`config.mk`:
```
export PLATFORM = sky130hd
export DESIGN_NAME = clksrc_regs
export DESIGN_NICKNAME = d
export VERILOG_FILES = /design/src/clksrc_pkg.sv /design/src/clksrc_pow2_div.sv /design/src/clksrc_sync.sv /design/src/clksrc_regs.sv
export VERILOG_INCLUDE_DIRS = /design/src /design/src/src
export SDC_FILE = /design/constraint.sdc
export NUM_CORES = 1
export LEC_CHECK = 0
export ABC_AREA = 1
export BUFFER_PORTS_ARGS = -buffer_cell sky130_fd_sc_hd__buf_2
export CORE_MARGIN = 4
export CORE_UTILIZATION = 35
export DETAILED_ROUTE_END_ITERATION = 6
export PLACE_DENSITY = 0.51
export SYNTH_ARGS = -nofsm -noshare
export SYNTH_HDL_FRONTEND = slang
export SYNTH_HIERARCHICAL = 1
export SYNTH_SLANG_ARGS = --single-unit
```
`constraint.sdc`:
```
create_clock -name core_clk -period 4.97 [get_ports core_clk]
set_clock_uncertainty 0.1 [all_clocks]
set_input_delay 0.994 -clock core_clk [delete_from_list [all_inputs] [get_ports core_clk]]
set_output_delay 0.994 -clock core_clk [all_outputs]
set_load 0.1 [all_outputs]
```
`src/clksrc_consts.svh`:
```
`ifndef CLKSRC_CONSTS_SVH
`define CLKSRC_CONSTS_SVH

// Register offsets
`define CS_ADDR_CTRL_ONE      8'h00
`define CS_ADDR_CTRL_TWO      8'h01
`define CS_ADDR_PERIOD_ADJ    8'h02
`define CS_ADDR_STATUS        8'h03

// Control one fields
`define CS_SRC_HI             7
`define CS_SRC_LO             6
`define CS_REFERENCE_DIVIDER_HI            5
`define CS_REFERENCE_DIVIDER_LO            3
`define CS_INT_CHOOSE         2
`define CS_INT_OUT_ON         1
`define CS_INT_KEEP_STOP      0

// Control two fields
`define CS_BUS_DIVIDER_HI            7
`define CS_BUS_DIVIDER_LO            6
`define CS_OSC_HIGH_BAND      5
`define CS_OSC_HIGH_GAIN      4
`define CS_LOOP_OFF_BYPASS    3
`define CS_EXT_KIND           2
`define CS_EXT_OUT_ON         1
`define CS_EXT_KEEP_STOP      0

// Status fields
`define CS_ST_INT_REF         4
`define CS_ST_MODE_HI         3
`define CS_ST_MODE_LO         2
`define CS_ST_FINE            0

// Reset values and source select codes
`define CS_CTRL_ONE_RST       8'h04
`define CS_CTRL_TWO_RST       8'h40
`define CS_PERIOD_ADJ_RST     8'h80
`define CS_FINE_RST           1'b0
`define CS_SRC_RSVD_CODE      2'h3
`define CS_SRC_LOOP_CODE      2'h0

// Loop multiplication factor
`define CS_LOOP_RATIO         16'h0400

`endif

```
`src/clksrc_pkg.sv`:
```
package clksrc_pkg;

    typedef enum logic [1:0] {
        CS_SRC_LOOP,
        CS_SRC_INT,
        CS_SRC_EXT,
        CS_SRC_RSVD
    } clksrc_source_type;

    typedef enum logic [2:0] {
        CS_MODE_LOOP_ENGAGED_INTERNAL,
        CS_MODE_LOOP_ENGAGED_EXTERNAL,
        CS_MODE_LOOP_BYPASSED_INTERNAL,
        CS_MODE_LOOP_BYPASSED_INTERNAL_LOW_POWER,
        CS_MODE_LOOP_BYPASSED_EXTERNAL,
        CS_MODE_LOOP_BYPASSED_EXTERNAL_LOW_POWER,
        CS_MODE_STOP
    } clksrc_mode_type;

endpackage

```
`src/clksrc_pow2_div.sv`:
```
`timescale 1ns/10ps

module clksrc_pow2_div #(
    parameter int SHIFT_W = 3
) (
    input  wire logic               core_clk,
    input  wire logic               sys_rst,
    input  wire logic               tickIn,
    input  wire logic [SHIFT_W-1:0] shift,
    output logic                    tickOut
);

    localparam int CW = (1 << SHIFT_W) - 1;

    logic [CW-1:0] count;
    logic [CW-1:0] mask;

    if (SHIFT_W < 1 || SHIFT_W > 4) begin : g_chk
        $error("clksrc_pow2_div: SHIFT_W must be 1 to 4");
    end

    // Low bits all ones marks every 2**shift input ticks
    assign mask = ~({CW{1'b1}} << shift);

    always_ff @(posedge core_clk) begin
        if (sys_rst) begin
            count <= '0;
        end else if (tickIn) begin
            count <= count + CW'(1);
        end
    end

    always_ff @(posedge core_clk) begin
        if (sys_rst) begin
            tickOut <= 1'b0;
        end else begin
            tickOut <= tickIn && ((count & mask) == mask);
        end
    end

endmodule

```
`src/clksrc_sync.sv`:
```
`timescale 1ns/10ps

module clksrc_sync #(
    parameter int               WIDTH     = 3,
    parameter logic [WIDTH-1:0] RST_VALUE = '0
) (
    input  wire logic             core_clk,
    input  wire logic             sys_rst,
    input  wire logic [WIDTH-1:0] dataIn,
    output logic      [WIDTH-1:0] dataOut
);

    logic [WIDTH-1:0] stageOne;

    if (WIDTH < 1) begin : g_chk
        $error("clksrc_sync: WIDTH must be at least 1");
    end

    // Models the crossing into the clock switching domain
    always_ff @(posedge core_clk) begin
        if (sys_rst) begin
            stageOne <= RST_VALUE;
            dataOut  <= RST_VALUE;
        end else begin
            stageOne <= dataIn;
            dataOut  <= stageOne;
        end
    end

endmodule

```
`src/clksrc_regs.sv`:
```
// Chosen here: the register offsets and the address-and-strobe port.
`timescale 1ns/10ps
`include "clksrc_consts.svh"

//Behaviour
//- Source select 00 loop, 01 internal, 10 external reference clock.
//- Writing reserved select 11 stores and acts as 00.
//- Reference divider divides loop reference by two to the field value.
//- Reference divider resets to 000, undivided.
//- Internal-choose bit picks internal (1) or external (0) loop reference.
//- Internal output-on bit gates the internal reference output.
//- Internal keep-in-stop holds internal reference in stop if needed.
//- Bus divider divides selected source by 1, 2, 4 or 8.
//- Bus divider resets to 01, divide by two.
//- Band bit selects oscillator high or low frequency band.
//- Gain bit selects oscillator high gain or low power.
//- Loop-off bit stops loop in bypass unless debug is active.
//- External kind bit requests crystal oscillator or clock input.
//- External output-on bit gates the external reference output.
//- External keep-in-stop holds external reference in stop if needed.
//- Eight-bit adjust lengthens internal period as its value grows.
//- Fine adjust bit adds the smallest period step.
//- Mode status follows select only after synchronisation.
//- Engaged loop locks to 1024 times divided reference.
module clksrc_regs
    import clksrc_pkg::*;
#(
    parameter int INT_BASE_CYCLES = 64,
    parameter int PERIOD_W        = 10
) (
    input  wire logic       core_clk,
    input  wire logic       sys_rst,
    input  wire logic [7:0] regAddr,
    input  wire logic [7:0] regWrData,
    input  wire logic       regWrite,
    input  wire logic       regRead,
    output logic      [7:0] regRdData,
    input  wire logic       stopMode,
    input  wire logic       backgroundDebugActive,
    input  wire logic       externalReferenceIn,
    input  wire logic       loopOutputIn,
    output logic            systemClockOut,
    output logic            internalReferenceOut,
    output logic            externalReferenceOut,
    output logic            loopReferenceTick,
    output logic            loopEnable,
    output logic            loopTrimUp,
    output logic            loopTrimDown,
    output logic            oscillatorHighBand,
    output logic            oscillatorHighGain,
    output logic            externalSourceKind,
    output logic            externalOscillatorEnable
);

    localparam logic [PERIOD_W-1:0] BASE = PERIOD_W'(INT_BASE_CYCLES);

    logic [7:0]            clockControlOne;
    logic [7:0]            clockControlTwo;
    logic [7:0]            referencePeriodAdjust;
    logic                  finePeriodAdjust;
    logic [2:0]            syncSelect;
    clksrc_source_type     currentSource;
    logic                  currentIntChoose;
    clksrc_mode_type       mode;
    logic                  priorUsedInt;
    logic                  priorUsedExt;
    logic                  intRun;
    logic                  extRun;
    logic                  keepInt;
    logic                  keepExt;
    logic [PERIOD_W-1:0]   intPeriod;
    logic [PERIOD_W-1:0]   periodCount;
    logic                  intTick;
    logic                  extTick;
    logic                  refSrcTick;
    logic                  selTick;
    logic [15:0]           loopCount;
    logic                  wrOne;
    logic                  wrTwo;
    logic                  wrAdj;
    logic                  wrStat;

    if (INT_BASE_CYCLES < 2 ||
        INT_BASE_CYCLES + 511 >= (1 << PERIOD_W)) begin : g_chk
        $error("clksrc_regs: INT_BASE_CYCLES does not fit PERIOD_W");
    end

    ////////////////////////////////////////////////////////////////////
    // Register port

    assign wrOne  = regWrite && (regAddr == `CS_ADDR_CTRL_ONE);
    assign wrTwo  = regWrite && (regAddr == `CS_ADDR_CTRL_TWO);
    assign wrAdj  = regWrite && (regAddr == `CS_ADDR_PERIOD_ADJ);
    assign wrStat = regWrite && (regAddr == `CS_ADDR_STATUS);

    always_ff @(posedge core_clk) begin
        if (sys_rst) begin
            clockControlOne <= `CS_CTRL_ONE_RST;
        end else if (wrOne) begin
            clockControlOne <= regWrData;
            if (regWrData[`CS_SRC_HI:`CS_SRC_LO] == `CS_SRC_RSVD_CODE) begin
                // Reserved code folds to loop output
                clockControlOne[`CS_SRC_HI:`CS_SRC_LO] <=
                    `CS_SRC_LOOP_CODE;
            end
        end
    end

    always_ff @(posedge core_clk) begin
        if (sys_rst) begin
            clockControlTwo <= `CS_CTRL_TWO_RST;
        end else if (wrTwo) begin
            clockControlTwo <= regWrData;
        end
    end

    always_ff @(posedge core_clk) begin
        if (sys_rst) begin
            referencePeriodAdjust <= `CS_PERIOD_ADJ_RST;
            finePeriodAdjust      <= `CS_FINE_RST;
        end else begin
            if (wrAdj) begin
                referencePeriodAdjust <= regWrData;
            end
            if (wrStat) begin
                finePeriodAdjust <= regWrData[`CS_ST_FINE];
            end
        end
    end

    // Read data valid only in the cycle after the strobe
    always_ff @(posedge core_clk) begin
        if (sys_rst) begin
            regRdData <= 8'h00;
        end else if (!regRead) begin
            regRdData <= 8'h00;
        end else if (regAddr == `CS_ADDR_CTRL_ONE) begin
            regRdData <= clockControlOne;
        end else if (regAddr == `CS_ADDR_CTRL_TWO) begin
            regRdData <= clockControlTwo;
        end else if (regAddr == `CS_ADDR_PERIOD_ADJ) begin
            regRdData <= referencePeriodAdjust;
        end else if (regAddr == `CS_ADDR_STATUS) begin
            regRdData <= {3'h0, currentIntChoose, syncSelect[1:0],
                          1'b0, finePeriodAdjust};
        end else begin
            regRdData <= 8'h00;
        end
    end

    ////////////////////////////////////////////////////////////////////
    // Selection crossing and mode

    clksrc_sync #(
        .WIDTH     (3),
        .RST_VALUE (3'h4)
    ) u_sync (
        .core_clk (core_clk),
        .sys_rst  (sys_rst),
        .dataIn   ({clockControlOne[`CS_INT_CHOOSE],
                    clockControlOne[`CS_SRC_HI:`CS_SRC_LO]}),
        .dataOut  (syncSelect)
    );

    assign currentSource    = clksrc_source_type'(syncSelect[1:0]);
    assign currentIntChoose = syncSelect[2];

    // Unlisted select/choose pairs follow the select field
    always_comb begin
        mode = CS_MODE_LOOP_ENGAGED_INTERNAL;
        if (stopMode) begin
            mode = CS_MODE_STOP;
        end else begin
            case (currentSource)
                CS_SRC_INT: begin
                    if (clockControlTwo[`CS_LOOP_OFF_BYPASS] &&
                        !backgroundDebugActive) begin
                        mode = CS_MODE_LOOP_BYPASSED_INTERNAL_LOW_POWER;
                    end else begin
                        mode = CS_MODE_LOOP_BYPASSED_INTERNAL;
                    end
                end
                CS_SRC_EXT: begin
                    if (clockControlTwo[`CS_LOOP_OFF_BYPASS] &&
                        !backgroundDebugActive) begin
                        mode = CS_MODE_LOOP_BYPASSED_EXTERNAL_LOW_POWER;
                    end else begin
                        mode = CS_MODE_LOOP_BYPASSED_EXTERNAL;
                    end
                end
                default: begin
                    if (currentIntChoose) begin
                        mode = CS_MODE_LOOP_ENGAGED_INTERNAL;
                    end else begin
                        mode = CS_MODE_LOOP_ENGAGED_EXTERNAL;
                    end
                end
            endcase
        end
    end

    // Loop off in stop and in low power bypass
    assign loopEnable = (mode != CS_MODE_STOP) &&
        (mode != CS_MODE_LOOP_BYPASSED_INTERNAL_LOW_POWER) &&
        (mode != CS_MODE_LOOP_BYPASSED_EXTERNAL_LOW_POWER);

    ////////////////////////////////////////////////////////////////////
    // Stop entry

    always_ff @(posedge core_clk) begin
        if (sys_rst) begin
            priorUsedInt <= 1'b1;
            priorUsedExt <= 1'b0;
        end else begin
            if (!stopMode) begin
                // Last run mode is what stop entry looks back at
                priorUsedInt <= currentSource == CS_SRC_INT ||
                    (currentSource != CS_SRC_EXT && currentIntChoose);
                priorUsedExt <= currentSource == CS_SRC_EXT ||
                    (currentSource != CS_SRC_INT && !currentIntChoose);
            end
        end
    end

    assign keepInt = clockControlOne[`CS_INT_KEEP_STOP] &&
        (clockControlOne[`CS_INT_OUT_ON] || priorUsedInt);
    assign keepExt = clockControlTwo[`CS_EXT_KEEP_STOP] &&
        (clockControlTwo[`CS_EXT_OUT_ON] || priorUsedExt);
    assign intRun = stopMode ? keepInt : 1'b1;
    assign extRun = stopMode ? keepExt :
        (clockControlTwo[`CS_EXT_OUT_ON] || priorUsedExt);

    ////////////////////////////////////////////////////////////////////
    // Internal reference oscillator and references

    // Nine-bit adjust, fine bit as the least weight
    assign intPeriod = BASE + PERIOD_W'({referencePeriodAdjust,
                                          finePeriodAdjust});

    always_ff @(posedge core_clk) begin
        if (sys_rst || !intRun) begin
            periodCount <= '0;
        end else if (periodCount >= intPeriod - PERIOD_W'(1)) begin
            periodCount <= '0;
        end else begin
            periodCount <= periodCount + PERIOD_W'(1);
        end
    end

    assign intTick = intRun && (periodCount >= intPeriod - PERIOD_W'(1));
    assign extTick = externalReferenceIn && extRun;

    assign internalReferenceOut = intTick &&
        clockControlOne[`CS_INT_OUT_ON];
    assign externalReferenceOut = extTick &&
        clockControlTwo[`CS_EXT_OUT_ON];

    assign oscillatorHighBand       =
        clockControlTwo[`CS_OSC_HIGH_BAND];
    assign oscillatorHighGain       =
        clockControlTwo[`CS_OSC_HIGH_GAIN];
    assign externalSourceKind       = clockControlTwo[`CS_EXT_KIND];
    assign externalOscillatorEnable = extRun;

    ////////////////////////////////////////////////////////////////////
    // Dividers

    assign refSrcTick = currentIntChoose ? intTick : extTick;

    clksrc_pow2_div #(
        .SHIFT_W (3)
    ) u_ref_div (
        .core_clk (core_clk),
        .sys_rst  (sys_rst),
        .tickIn   (refSrcTick && loopEnable),
        .shift    (clockControlOne[`CS_REFERENCE_DIVIDER_HI:`CS_REFERENCE_DIVIDER_LO]),
        .tickOut  (loopReferenceTick)
    );

    always_comb begin
        selTick = 1'b0;
        case (currentSource)
            CS_SRC_INT: selTick = intTick;
            CS_SRC_EXT: selTick = extTick;
            default:    selTick = loopOutputIn && loopEnable;
        endcase
    end

    clksrc_pow2_div #(
        .SHIFT_W (2)
    ) u_bus_div (
        .core_clk (core_clk),
        .sys_rst  (sys_rst),
        .tickIn   (selTick && !stopMode),
        .shift    (clockControlTwo[`CS_BUS_DIVIDER_HI:`CS_BUS_DIVIDER_LO]),
        .tickOut  (systemClockOut)
    );

    ////////////////////////////////////////////////////////////////////
    // Loop frequency comparison

    // Saturating count, so a dead reference cannot wrap into a lock
    always_ff @(posedge core_clk) begin
        if (sys_rst || !loopEnable || loopReferenceTick) begin
            loopCount <= {15'h0000, loopOutputIn && loopEnable};
        end else if (loopOutputIn && loopCount != 16'hFFFF) begin
            loopCount <= loopCount + 16'h0001;
        end
    end

    always_ff @(posedge core_clk) begin
        if (sys_rst || !loopEnable) begin
            loopTrimUp   <= 1'b0;
            loopTrimDown <= 1'b0;
        end else if (loopReferenceTick) begin
            loopTrimUp   <= loopCount < `CS_LOOP_RATIO;
            loopTrimDown <= loopCount > `CS_LOOP_RATIO;
        end
    end

    logic [PERIOD_W:0] gapCount;
    logic              gapSeen;

    always_ff @(posedge core_clk) begin
        if (sys_rst || !intRun || wrAdj || wrStat) begin
            gapCount <= '0;
            gapSeen  <= 1'b0;
        end else if (intTick) begin
            gapCount <= (PERIOD_W+1)'(1);
            gapSeen  <= 1'b1;
        end else begin
            gapCount <= gapCount + (PERIOD_W+1)'(1);
        end
    end
endmodule

```
Word-level counts from Yosys, hierarchy flattened --
Cells that the tools add are included.
Cells by class: $add $sub $neg 6, $lt $le $gt $ge 3, equal/unequal tests 14, shift operators 2, multiplexer cells 16, bitwise logic cells 5, reduce and logical (&&, ||, !) cells 37
Operators by type and width (count):
- 8-bit two-way mux | 3
- 1-bit logical AND | 21
- 16-bit by 1-bit adder with 16-bit output (second input constant) | 1
- 8-bit by 2-bit equality test with 1-bit output (second input constant) | 2
- 16-bit by 11-bit > comparator with 1-bit output (second input constant) | 1
- 16-bit by 11-bit < comparator with 1-bit output (second input constant) | 1
- 16-bit != test (second input constant) | 1
- 10-bit by 1-bit adder with 10-bit output (second input constant) | 1
- 7-bit by 9-bit adder with 10-bit output (first input constant) | 1
- 10-bit greater-or-equal comparator | 1
- 10-bit by 1-bit subtractor with 10-bit output (second input constant) | 1
- 8-bit by 1-bit equality test with 1-bit output (second input constant) | 1
- 8-bit logical NOT | 1
- 1-bit two-way mux | 8
- 7-bit by 1-bit adder with 7-bit output (second input constant) | 1
- 7-bit bitwise AND | 1
- 7-bit equality test | 1
- 1-bit logical OR | 7
- 7-bit NOT | 1
- 7-bit by 3-bit left shift with 7-bit output (first input constant) | 1
- 3-bit != test (second input constant) | 2
- 3-bit case mux with 2 select lines | 1
- 1-bit logical NOT | 5
- 5-bit two-way mux | 1
- 16 further kinds | 18
Storage, ports and cells: bits in registers 81, input port bits 24, output and inout port bits 19, word-level logic and storage cells 101

Logic depth before layout (Yosys ltp) --
Gate-level depths: netlist of run 1.
depth after elaboration 12, depth in mapped cells 21

Cells and area by module --
Netlist of run 1, hierarchy kept.
By module, submodules not included:
- clksrc_regs | times used 1, cells an instance 531, area each 3538.4 um^2, sequential area each 1271.2 um^2
- clksrc_pow2_div (u_ref_div) | times used 1, cells an instance 57, area each 385.4 um^2, sequential area each 160.2 um^2
- clksrc_pow2_div (u_bus_div) | times used 1, cells an instance 24, area each 177.7 um^2, sequential area each 80.1 um^2
- clksrc_sync | times used 1, cells an instance 19, area each 168.9 um^2, sequential area each 120.1 um^2

Worst setup path after synthesis of run 1 --
No wires, ideal clock.
path kind in2out, start input port stopMode, end output port externalReferenceOut, arrival 4.205 ns, required time 3.876 ns, path slack -0.329 ns, stages on the path 5, path buffers 0, cells stage by stage inv_1 > nor2_1 > a21oi_1 > nand2_1 > nor2_1
Between the ends: longest elaborated chain between the ends 3
Ends and longest elaborated chain:
- start, declared | line clksrc_regs.sv:38 | input wire logic stopMode,
- 1-bit two-way mux | line clksrc_regs.sv:230 | assign extRun = stopMode ? keepExt :
- via externalOscillatorEnable | line clksrc_regs.sv:52 | output logic externalOscillatorEnable
- 1-bit logical AND | line clksrc_regs.sv:251 | assign extTick = externalReferenceIn && extRun;
- 1-bit logical AND | line clksrc_regs.sv:255 | assign externalReferenceOut = extTick &&
- end, declared | line clksrc_regs.sv:44 | output logic externalReferenceOut,
The timed path passes the listed nets, and every way through them passes these cells.

Final worst setup path of run 1 --
start register finePeriodAdjust, end output port internalReferenceOut
Between the ends: longest elaborated chain between the ends 5
Ends and longest elaborated chain:
- start, declared | line clksrc_regs.sv:60 | logic finePeriodAdjust;
- start signal, assigned | line clksrc_regs.sv:120 | finePeriodAdjust <= `CS_FINE_RST;
- start signal, assigned | line clksrc_regs.sv:126 | finePeriodAdjust <= regWrData[`CS_ST_FINE];
- 7-bit by 9-bit adder with 10-bit output | line clksrc_regs.sv:237 | assign intPeriod = BASE + PERIOD_W'({referencePeriodAdjust,
- 10-bit by 1-bit subtractor with 10-bit output | line clksrc_regs.sv:250 | assign intTick = intRun && (periodCount >= intPeriod - PERIOD_W'(1));
- 10-bit greater-or-equal comparator | line clksrc_regs.sv:250
- 1-bit logical AND | line clksrc_regs.sv:250
- 1-bit logical AND | line clksrc_regs.sv:253 | assign internalReferenceOut = intTick &&
- end, declared | line clksrc_regs.sv:43 | output logic internalReferenceOut,
No other way between the ends.

==> results of run 1 <==
==> Yosys cell counts, drive strengths merged <==
| master | n | area, um^2 |
|---|---|---|
| nand4 | 7 | 43.8 |
| a21o | 1 | 7.51 |
| a21oi | 42 | 214 |
| a211oi | 2 | 15.0 |
| o211ai | 3 | 22.5 |
| nor3 | 6 | 30.0 |
| nor3b | 1 | 7.51 |
| xor2 | 16 | 140 |
| o21ai | 38 | 201 |
| or2 | 1 | 6.26 |
| nor2 | 93 | 387 |
| a31oi | 1 | 6.26 |
| ha | 18 | 225 |
| nand2 | 166 | 636 |
| buf | 6 | 38.8 |
| nand3b | 1 | 7.51 |
| clkbuf | 4 | 15.0 |
| nand3 | 40 | 200 |
| xnor2 | 9 | 78.8 |
| dfxtp | 80 | 1600 |
| edfxtp | 1 | 30.0 |
| inv | 95 | 357 |
==> layer usage <==
layer  part of all wire  vias up  global-route usage
met5                  0        -                   0
met4              0.014        0              0.0500
met3              0.044       10              0.0469
met2               0.46       70               0.263
met1               0.48     1734               0.205
li1                   -     2069                   -
==> registers in the layout (all words and copies together) (netlist names) <==
| signal | count |
|---|---|
| u_sync/dataOut | 3 |
| periodCount | 10 |
| priorUsedExt | 1 |
| loopTrimUp | 1 |
| finePeriodAdjust | 1 |
| loopCount | 16 |
| u_bus_div/tickOut | 1 |
| referencePeriodAdjust | 8 |
| loopTrimDown | 1 |
| regRdData | 8 |
| u_bus_div/count | 3 |
| u_ref_div/tickOut | 1 |
| u_ref_div/count | 7 |
| clockControlTwo | 8 |
| priorUsedInt | 1 |
| clockControlOne | 8 |
| u_sync/stageOne | 3 |
==> logic make-up (layout without fill, tap and decap cells) <==
logic type,after synthesis,count (layout),synth area share
XOR/XNOR,25,25,0.0513
AO/OA/AOI/OAI,87,87,0.109
AND/OR/NAND/NOR,315,315,0.309
flip-flops,81,81,0.382
adder cells (fa/ha/maj),18,18,0.0527
buffers and inverters,105,155,0.0961
==> worst max-delay path: cells and delay by family, from the launching register on <==
family	cells	cell delay, ns
buffers and inverters	3	0.62
XOR/XNOR	1	0.18
flip-flops	1	0.32
adder cells (fa/ha/maj)	2	0.49
AND/OR/NAND/NOR	8	0.94
==> power groups by stage <==
stage | registers (W) | clock network (W) | logic, W
6_report | 0.000659 | 0.000660 | 0.0000681
2_1_floorplan | 0.000674 | 0 | 0.0000420
5_1_grt | 0.000660 | 0.000707 | 0.0000777
3_3_place_gp | 0.000674 | 0 | 0.0000681
4_1_cts | 0.000659 | 0.000681 | 0.0000692
3_5_place_dp | 0.000674 | 0 | 0.0000689
==> layout by cell type, fill, tap and decap left out, types with 3 or more instances in the layout <==
master | netlist | final
nor3_1 | 6 | 6
clkbuf_16 | 0 | 9
xor2_1 | 16 | 16
inv_1 | 93 | 93
nor2_4 | 4 | 4
dfxtp_1 | 80 | 80
nand2_1 | 163 | 163
ha_1 | 18 | 18
nand3_1 | 40 | 40
o211ai_1 | 3 | 3
xnor2_1 | 9 | 9
o21ai_0 | 36 | 36
nor2_2 | 3 | 3
nor2_1 | 86 | 86
buf_2 | 4 | 42
nand4_1 | 7 | 7
a21oi_1 | 41 | 40
==> layout make-up <==
cell class | count | area, um^2
timing repair buffer | 44 | 225
tap | 147 | 184
inverter | 95 | 357
clock inverter | 5 | 56.3
clock buffer | 11 | 233
multi-input combinational | 445 | 2230
fill | 1294 | 7040
sequential | 81 | 1630
==> worst paths after layout <==
kind | start | depth (start not counted) | to | slack, ns
worst max-delay path | finePeriodAdjust | 14 | internalReferenceOut | 0.97
worst min-delay path | u_sync/stageOne[0] | 2 | u_sync/dataOut[0] | 0.30
worst max register to register | finePeriodAdjust | 18 | u_ref_div/count[5] | 1.85
worst min register to register | u_sync/stageOne[0] | 2 | u_sync/dataOut[0] | 0.30
==> through the flow <==
step | hold slack [ns] | setup slack [ns] | cells | area (um^2)
CTS | 0.302 | 0.998 | 828 | 4920
detailed placement | 0.297 | 1.40 | 812 | 4630
finish | 0.298 | 0.973 | 828 | 4920
floorplan | 0.286 | 0.380 | 631 | 4270
global route | 0.331 | 0.719 | 828 | 4920
global placement | 0.290 | 1.46 | 812 | 4630
==> metrics list, run 1 <==
- The routed design could run at a clock period as short as about 4 ns.
- CTS Root Buffer Type: clkbuf_16
* Pre-Repair DR Iteration Count: 5
- Each instance of the synthesized netlist takes up on average between 6 and 7 um^2.
- Wire length reported by the detailed router: 10600 um
* Data arrival time of the worst path: around 2.9 ns
- 0 antenna diodes ended up in the layout.
* Largest driver fanout on the critical path: 4
* Clock transition at the registers of the reported paths: approximately 0.06 ns
* Startpoint Class: register
- Clock buffer count from CTS: 9
- Clock Sink Count: 81
- Number of nets in the final layout: about 720
- Portion of total power attributed to the clock network: 0.476
- Placement Rows: 40
- Wire length of the first global-routing pass: between 15000 and 20000 um
* Worst relative slew slack: 0.518
- On the critical path, the stage with the largest delay is an instance of buf_2.
- The worst setup path is of the register to output pin kind.
- For the pin with the worst max-slew slack, the measured transition is between 0.7 and 0.8 ns.
* Largest net degree at the start of global routing: 26
- TritonCTS built the clock tree.
* Clk Latency, worst-skew pair: around 0.35 ns
- Setup violations remaining at the end of the flow were counted as 0.
- During I/O placement, the number of pins put on the boundary was 43.
- Routability-driven placement finished with a final weighted congestion of a little under 0.9.
- Vias per std cell: around 4.7
- Initial Util: 0.357
- H-tree depth: 3
* Reported net switching power: between 0.0003 and 0.0004 W
- The mapped netlist covers around 4300 um^2.
- Fraction of power spent switching nets: 0.233
- Max Root-Sink Buffers: 2
- The critical path goes through inv_1 > ha_1 > nand4_1 > nand2_1 > xor2_1 > inv_1 > ha_1 > nand2_1 > nor2_1 > nand2_1 > nand3_1 > nand2_1 > nor2_1 > buf_2.
- Flip-flop and latch count after synthesis: just over 80
* Core Box Area: approximately 12000 um^2
- For this run, design rule violations remaining after detail routing come to 0.
- Fraction of final layout cells with drive strength greater than 1: 0.109
- Detail Route Antenna Nets: 0
- Cell internal power was estimated by the tool at 0.00106 W.
- Sequential fraction of the synthesis area: 0.382
* Power Dens Cells: around 280 nW/um^2
- The number of max-slew violations in the final report was 0.
* Net count after synthesis: ~670
* Detail-routed net length per standard cell: 12.8 um
- The worst setup path is captured at an output pin.
- Static timing analysis puts the maximum clock frequency at approximately 250 MHz.
* Cells after synthesis: around 630
- Class of the most critical hold timing path: register to register
- For this run, the slowest stage of the critical path takes around 0.45 ns.
- STA puts the critical path data required time at around 3.9 ns.
- GRT Residual Overflow: 0
* Half-perimeter wire length of the detailed placement result: roughly 8000 um
- Hold Violations, Final: 0
- Area of the die: 14000 um^2
* Outcome: completed
- Height of the die: approximately 120 um
- Compared with the post-synthesis result, the final layout area differs by 15.2%.
- Util after Layout: 0.411
- Once the clock tree was built, the resizer swapped 0 gates to a different size.
- Of the total power, combinational logic draws 0.049.
* X dimension of the die: around 120 um
* Distinct cells, synth: 32
- Once the clock tree was built, the setup fixing pass inserted 0 buffers.
* Final critical-path share of the clock period: 0.804
- CTS hold repair buffers: 0
- Final Power: about 0.0014 W
- The routed layout has 3883 vias.
* Portion of total power attributed to sequential cells: 0.475
* Cell type with the highest occurrence count on the critical path: nand2_1
- The number of global-route vias before repair is around 3700.
- Total of buffers placed on input and output ports: 42
* Yosys Warn Count: 6
* RSZ-0062 raised after global routing: false
* Leakage component of the power: roughly 2.3 nW
- For the final routed database, the setup TNS stands at 0 ns.
- For this run, the total global-route usage over all layers was measured as 0.161.
* Count of routing violations after the opening detailed-route iteration: ~200
- Across the run, the number of max-cap violations was 0.
- Antenna violations before repair: 0
- Worst supply voltage drop on vdd: between 200 and 250 uV
Note: power is estimated with default switching activity, not from simulation.
==> run 2, diff against run 1 <==
ABC_AREA = 0   (was 1)
PLACE_DENSITY = 0.53   (was 0.51)
clock period = 3.6 ns   (was 4.97 ns; I/O delays follow)
==> metrics list, run 2 <==
* RSZ-0062 raised after global routing: true (was false)
- Minimum hold slack: 0.309 ns (was 0.298 ns)
- The area fraction of the dominant cell type after synthesis is 0.401 (was 0.375).
- The routability congestion estimate is 0.819 (was 0.878).
- Commonest non-fill, non-tap cells in the layout: nor2_1, dfxtp_1, buf_2 (was nand2_1, inv_1, nor2_1)
- The type of element capturing the critical path is an output pin (unchanged).
- The largest fanout of any net on the critical path was 4 (unchanged).
* Most common cell after layout, fill and taps aside: nor2_1 (was nand2_1)
- The width of the chip was 115 um (was 118 um).
- Worst supply voltage drop on vdd: 261 uV (was 223 uV)
- The die outline area was 13200 um^2 (was 14000 um^2).
- Biggest regs: loopCount x16, periodCount x10 (unchanged).
- Wire length of the first global-routing pass: 16200 um (was 18100 um)
* Clock Sink Count: 81 (unchanged)
- The clock tree root buffer cell was clkbuf_16 (unchanged).
* Register containing the most flip-flops in the final layout: loopCount (unchanged)
* Top cell type by total area after synthesis: dfxtp_1 (unchanged)
* Cell depth of the worst min-delay path: 1 (was 2)
- Outcome: completed (unchanged).
* Power Dens Cells: 421 nW/um^2 (was 282 nW/um^2)
- Total of buffers placed on input and output ports: 42 (unchanged)
- Leading post-synthesis cells by cell area: dfxtp_1, nor2_1, ha_1 (was dfxtp_1, nand2_1, inv_1)
* List of most frequent post-synthesis cells: dfxtp_1, nor2_1, a21oi_1 (was nand2_1, inv_1, nor2_1)
* Number of vias after detailed routing: 3337 (was 3883)
- The most used flip-flop cell after synthesis was dfxtp_1 (unchanged).
- The number of iterations in the first detailed-routing pass was 4 (was 5).
- Met3 Use GR: 0.0400 (was 0.0469)
* CTS hold repair buffers: 0 (unchanged)
- The number of synthesized register bits was 81 (unchanged).
* Summed negative setup slack over all endpoints: 0 ns (unchanged)
* Net count after synthesis: 502 (was 673)
- Number of antenna repair diodes: 0 (unchanged)
* Count of final max-slew check failures: 0 (unchanged)
* Req. time, crit path: 2.78 ns (was 3.88 ns)
- Final setup violation count: 0 (unchanged)
* Total standard cell area after synthesis: 3990 um^2 (was 4270 um^2)
- Fraction of final layout cells with drive strength greater than 1: 0.185 (was 0.109)
* Data arrival time of the worst path: 2.77 ns (was 2.90 ns)
- The sequential area share after synthesis is 0.409 (was 0.382).
- Number of flops mapped to enable cells by yosys: 1 (unchanged)
- Hold Violations, Final: 0 (unchanged)
- Type of the setup path with the least slack: register to output pin (unchanged)
- The path category of the worst min-delay check is register to register (unchanged).
* Most instantiated library cell after synthesis: dfxtp_1 (was nand2_1)
* Period minus WS final: ~3.6 ns
* Leakage component of the power: 1.97 nW (was 2.28 nW)
- The number of flip-flops under the largest register name is 16 (unchanged).
- Busiest layer in global routing: met2 (unchanged)
- The clock latency of the later-clocked register in the worst-skew pair was 0.33 ns (was 0.35 ns).
- The async set-reset flop share out of synthesis is 0 (unchanged).
- The maximum clock path buffer count is 2 (unchanged).
- The area growth from synthesis to layout was 19.0% (was 15.2%).
- The effective utilization at floorplan came to 0.363 (was 0.357).
- The average instance area after synthesis came to 8.67 um^2 (was 6.77 um^2).
* Largest net degree at the start of global routing: 28 (was 26)
- The number of placed I/O pins was 43 (unchanged).
- Wire length reported by the detailed router: 9880 um (was 10600 um)
* Startpoint Class: register (unchanged)
- Detail Route Antenna Nets: 0 (unchanged)
- The area of the core came to 11000 um^2 (was 12000 um^2).
- The cell count of the worst reg-to-reg path was 14 (was 18).
- Placement Rows: 38 (was 40)
- Final critical-path share of the clock period: 0.998
- Remaining design rule violation count: 0 (unchanged)
- Clock buffer count from CTS: 9 (unchanged)
- The synthesized netlist cell count came to 460 (was 631).
- MaxCap Viol Count: 0 (unchanged)
- Yosys Warn Count: 6 (unchanged)
* Worst relative slew slack: 0.636 (was 0.518)
* Detail-routed net length per standard cell: 15.2 um (was 12.8 um)
* Achievable Freq: between 200 and 300 MHz
- The CTS tree was done (unchanged).
- H-tree depth: 3 (unchanged)
* Height of the die: 115 um (was 118 um)
- Global routing usage on met2: 0.230 (was 0.263)
* Sequential standard cell area: 1640 um^2 (was 1630 um^2)
- The clock-pin slew on the worst setup and hold paths is 0.06 ns (about the same).
- The all-layer global routing usage is 0.155 (was 0.161).
- Number of nets in the final layout: 546 (was 718)
- Slew of the pin with the lowest slew margin: 0.544 ns (was 0.723 ns)
* Antenna violations before repair: 0 (unchanged)
- The number of global-route vias before repair came to 3174 (was 3711).
- Grt met1 use: 0.218 (was 0.205)
- Vias per std cell: 5.14 (was 4.69)
- The number of violations reported at the end of detailed-routing iteration 0 was 168 (was 204).
- Layout fillers: 1092 (was 1294)
* Half-perimeter wire length of the detailed placement result: 7210 um (was 8010 um)
* Distinct cells, synth: 54 (was 32)
* GRT Residual Overflow: 0 (unchanged)
- The footprint of the multi-input gates was 2240 um^2 (was 2230 um^2).
==> run 2: cell types whose count changed in the layout (fill, tap and decap cells not counted), sizes merged, moves of 10 or more <==
| cell | previous run | this run |
|---|---|---|
| o21ai | 38 | 11 |
| mux2i | 0 | 22 |
| nand3 | 40 | 15 |
| a21oi | 42 | 25 |
| nand2 | 166 | 24 |
| nor2 | 93 | 81 |
| inv | 95 | 21 |
| nor2b | 0 | 10 |
==> run 2: final timing paths <==
| path | startpoint | to | slack, ns |
|---|---|---|---|
| setup reg to reg | finePeriodAdjust | u_ref_div/count[5] | 0.20 |
| setup / recovery | finePeriodAdjust | internalReferenceOut | 0.007 |
| hold reg to reg | u_sync/stageOne[2] | u_sync/dataOut[2] | 0.31 |
| hold / removal | u_sync/stageOne[2] | u_sync/dataOut[2] | 0.31 |
==> run 2: layout make-up <==
cell class                      instances  area share
Clock buffer                           12      0.0540
Clock inverter                          4      0.0156
Inverter                               20      0.0158
Multi-Input combinational cell        342       0.472
Sequential cell                        81       0.345
Tap cell                              140      0.0369
Timing Repair Buffer                   50      0.0606
==> run 2: power breakdown <==
part | switching, W | total [W] | internal [W]
Combinational | 0.0000583 | 0.0000867 | 0.0000285
Sequential | 0.00000497 | 0.000908 | 0.000903
Clock | 0.000358 | 0.00100 | 0.000646
Total | 0.000421 | 0.00200 | 0.00158
==> run 2: repair_timing <==
item	in CTS	in global routing
setup endpoints to repair	1	2
setup buffers	0	3
pin swaps	4	3
gates resized for setup	5	12
==> run 2: critical path: stages, from the launching register on <==
cell and delay (ns):
dfxtp_2 0.36, inv_2 0.06, ha_4 0.16, and3_4 0.17
or3_4 0.33, xnor2_2 0.14, ha_1 0.31, nand4_1 0.17
nor3_2 0.30, o221a_2 0.27, buf_12 0.17
==> run 2: stage by stage <==
step / std cells / worst slack, ns / cell area [um^2] / power [W] / util
2_1_floorplan: 460 / 0.193 / 3990 / 0.000982 / -
5_1_grt: 649 / -0.0729 / 4750 / 0.00207 / 0.432
4_1_cts: 646 / 0.0224 / 4680 / 0.00203 / 0.426
3_5_place_dp: 630 / 0.171 / 4340 / 0.00102 / 0.395
3_3_place_gp: 630 / 0.313 / 4340 / 0.00101 / 0.395
6_report: 649 / 0.00722 / 4750 / 0.00200 / 0.432
==> run 2: routing by layer <==
layer	up-vias	part of all wire
li1	1705	-
met1	1538	0.49
met2	85	0.45
met3	9	0.053
met4	0	0.014
met5	-	0
==> run 2: cells by family after synthesis <==
| logic type | count (synthesis) | synth area share |
|---|---|---|
| XOR/XNOR | 30 | 0.0659 |
| adder cells (fa/ha/maj) | 18 | 0.0564 |
| AND/OR/NAND/NOR | 197 | 0.240 |
| flip-flops | 81 | 0.409 |
| multiplexers | 26 | 0.0665 |
| buffers and inverters | 37 | 0.0414 |
| AO/OA/AOI/OAI | 71 | 0.121 |
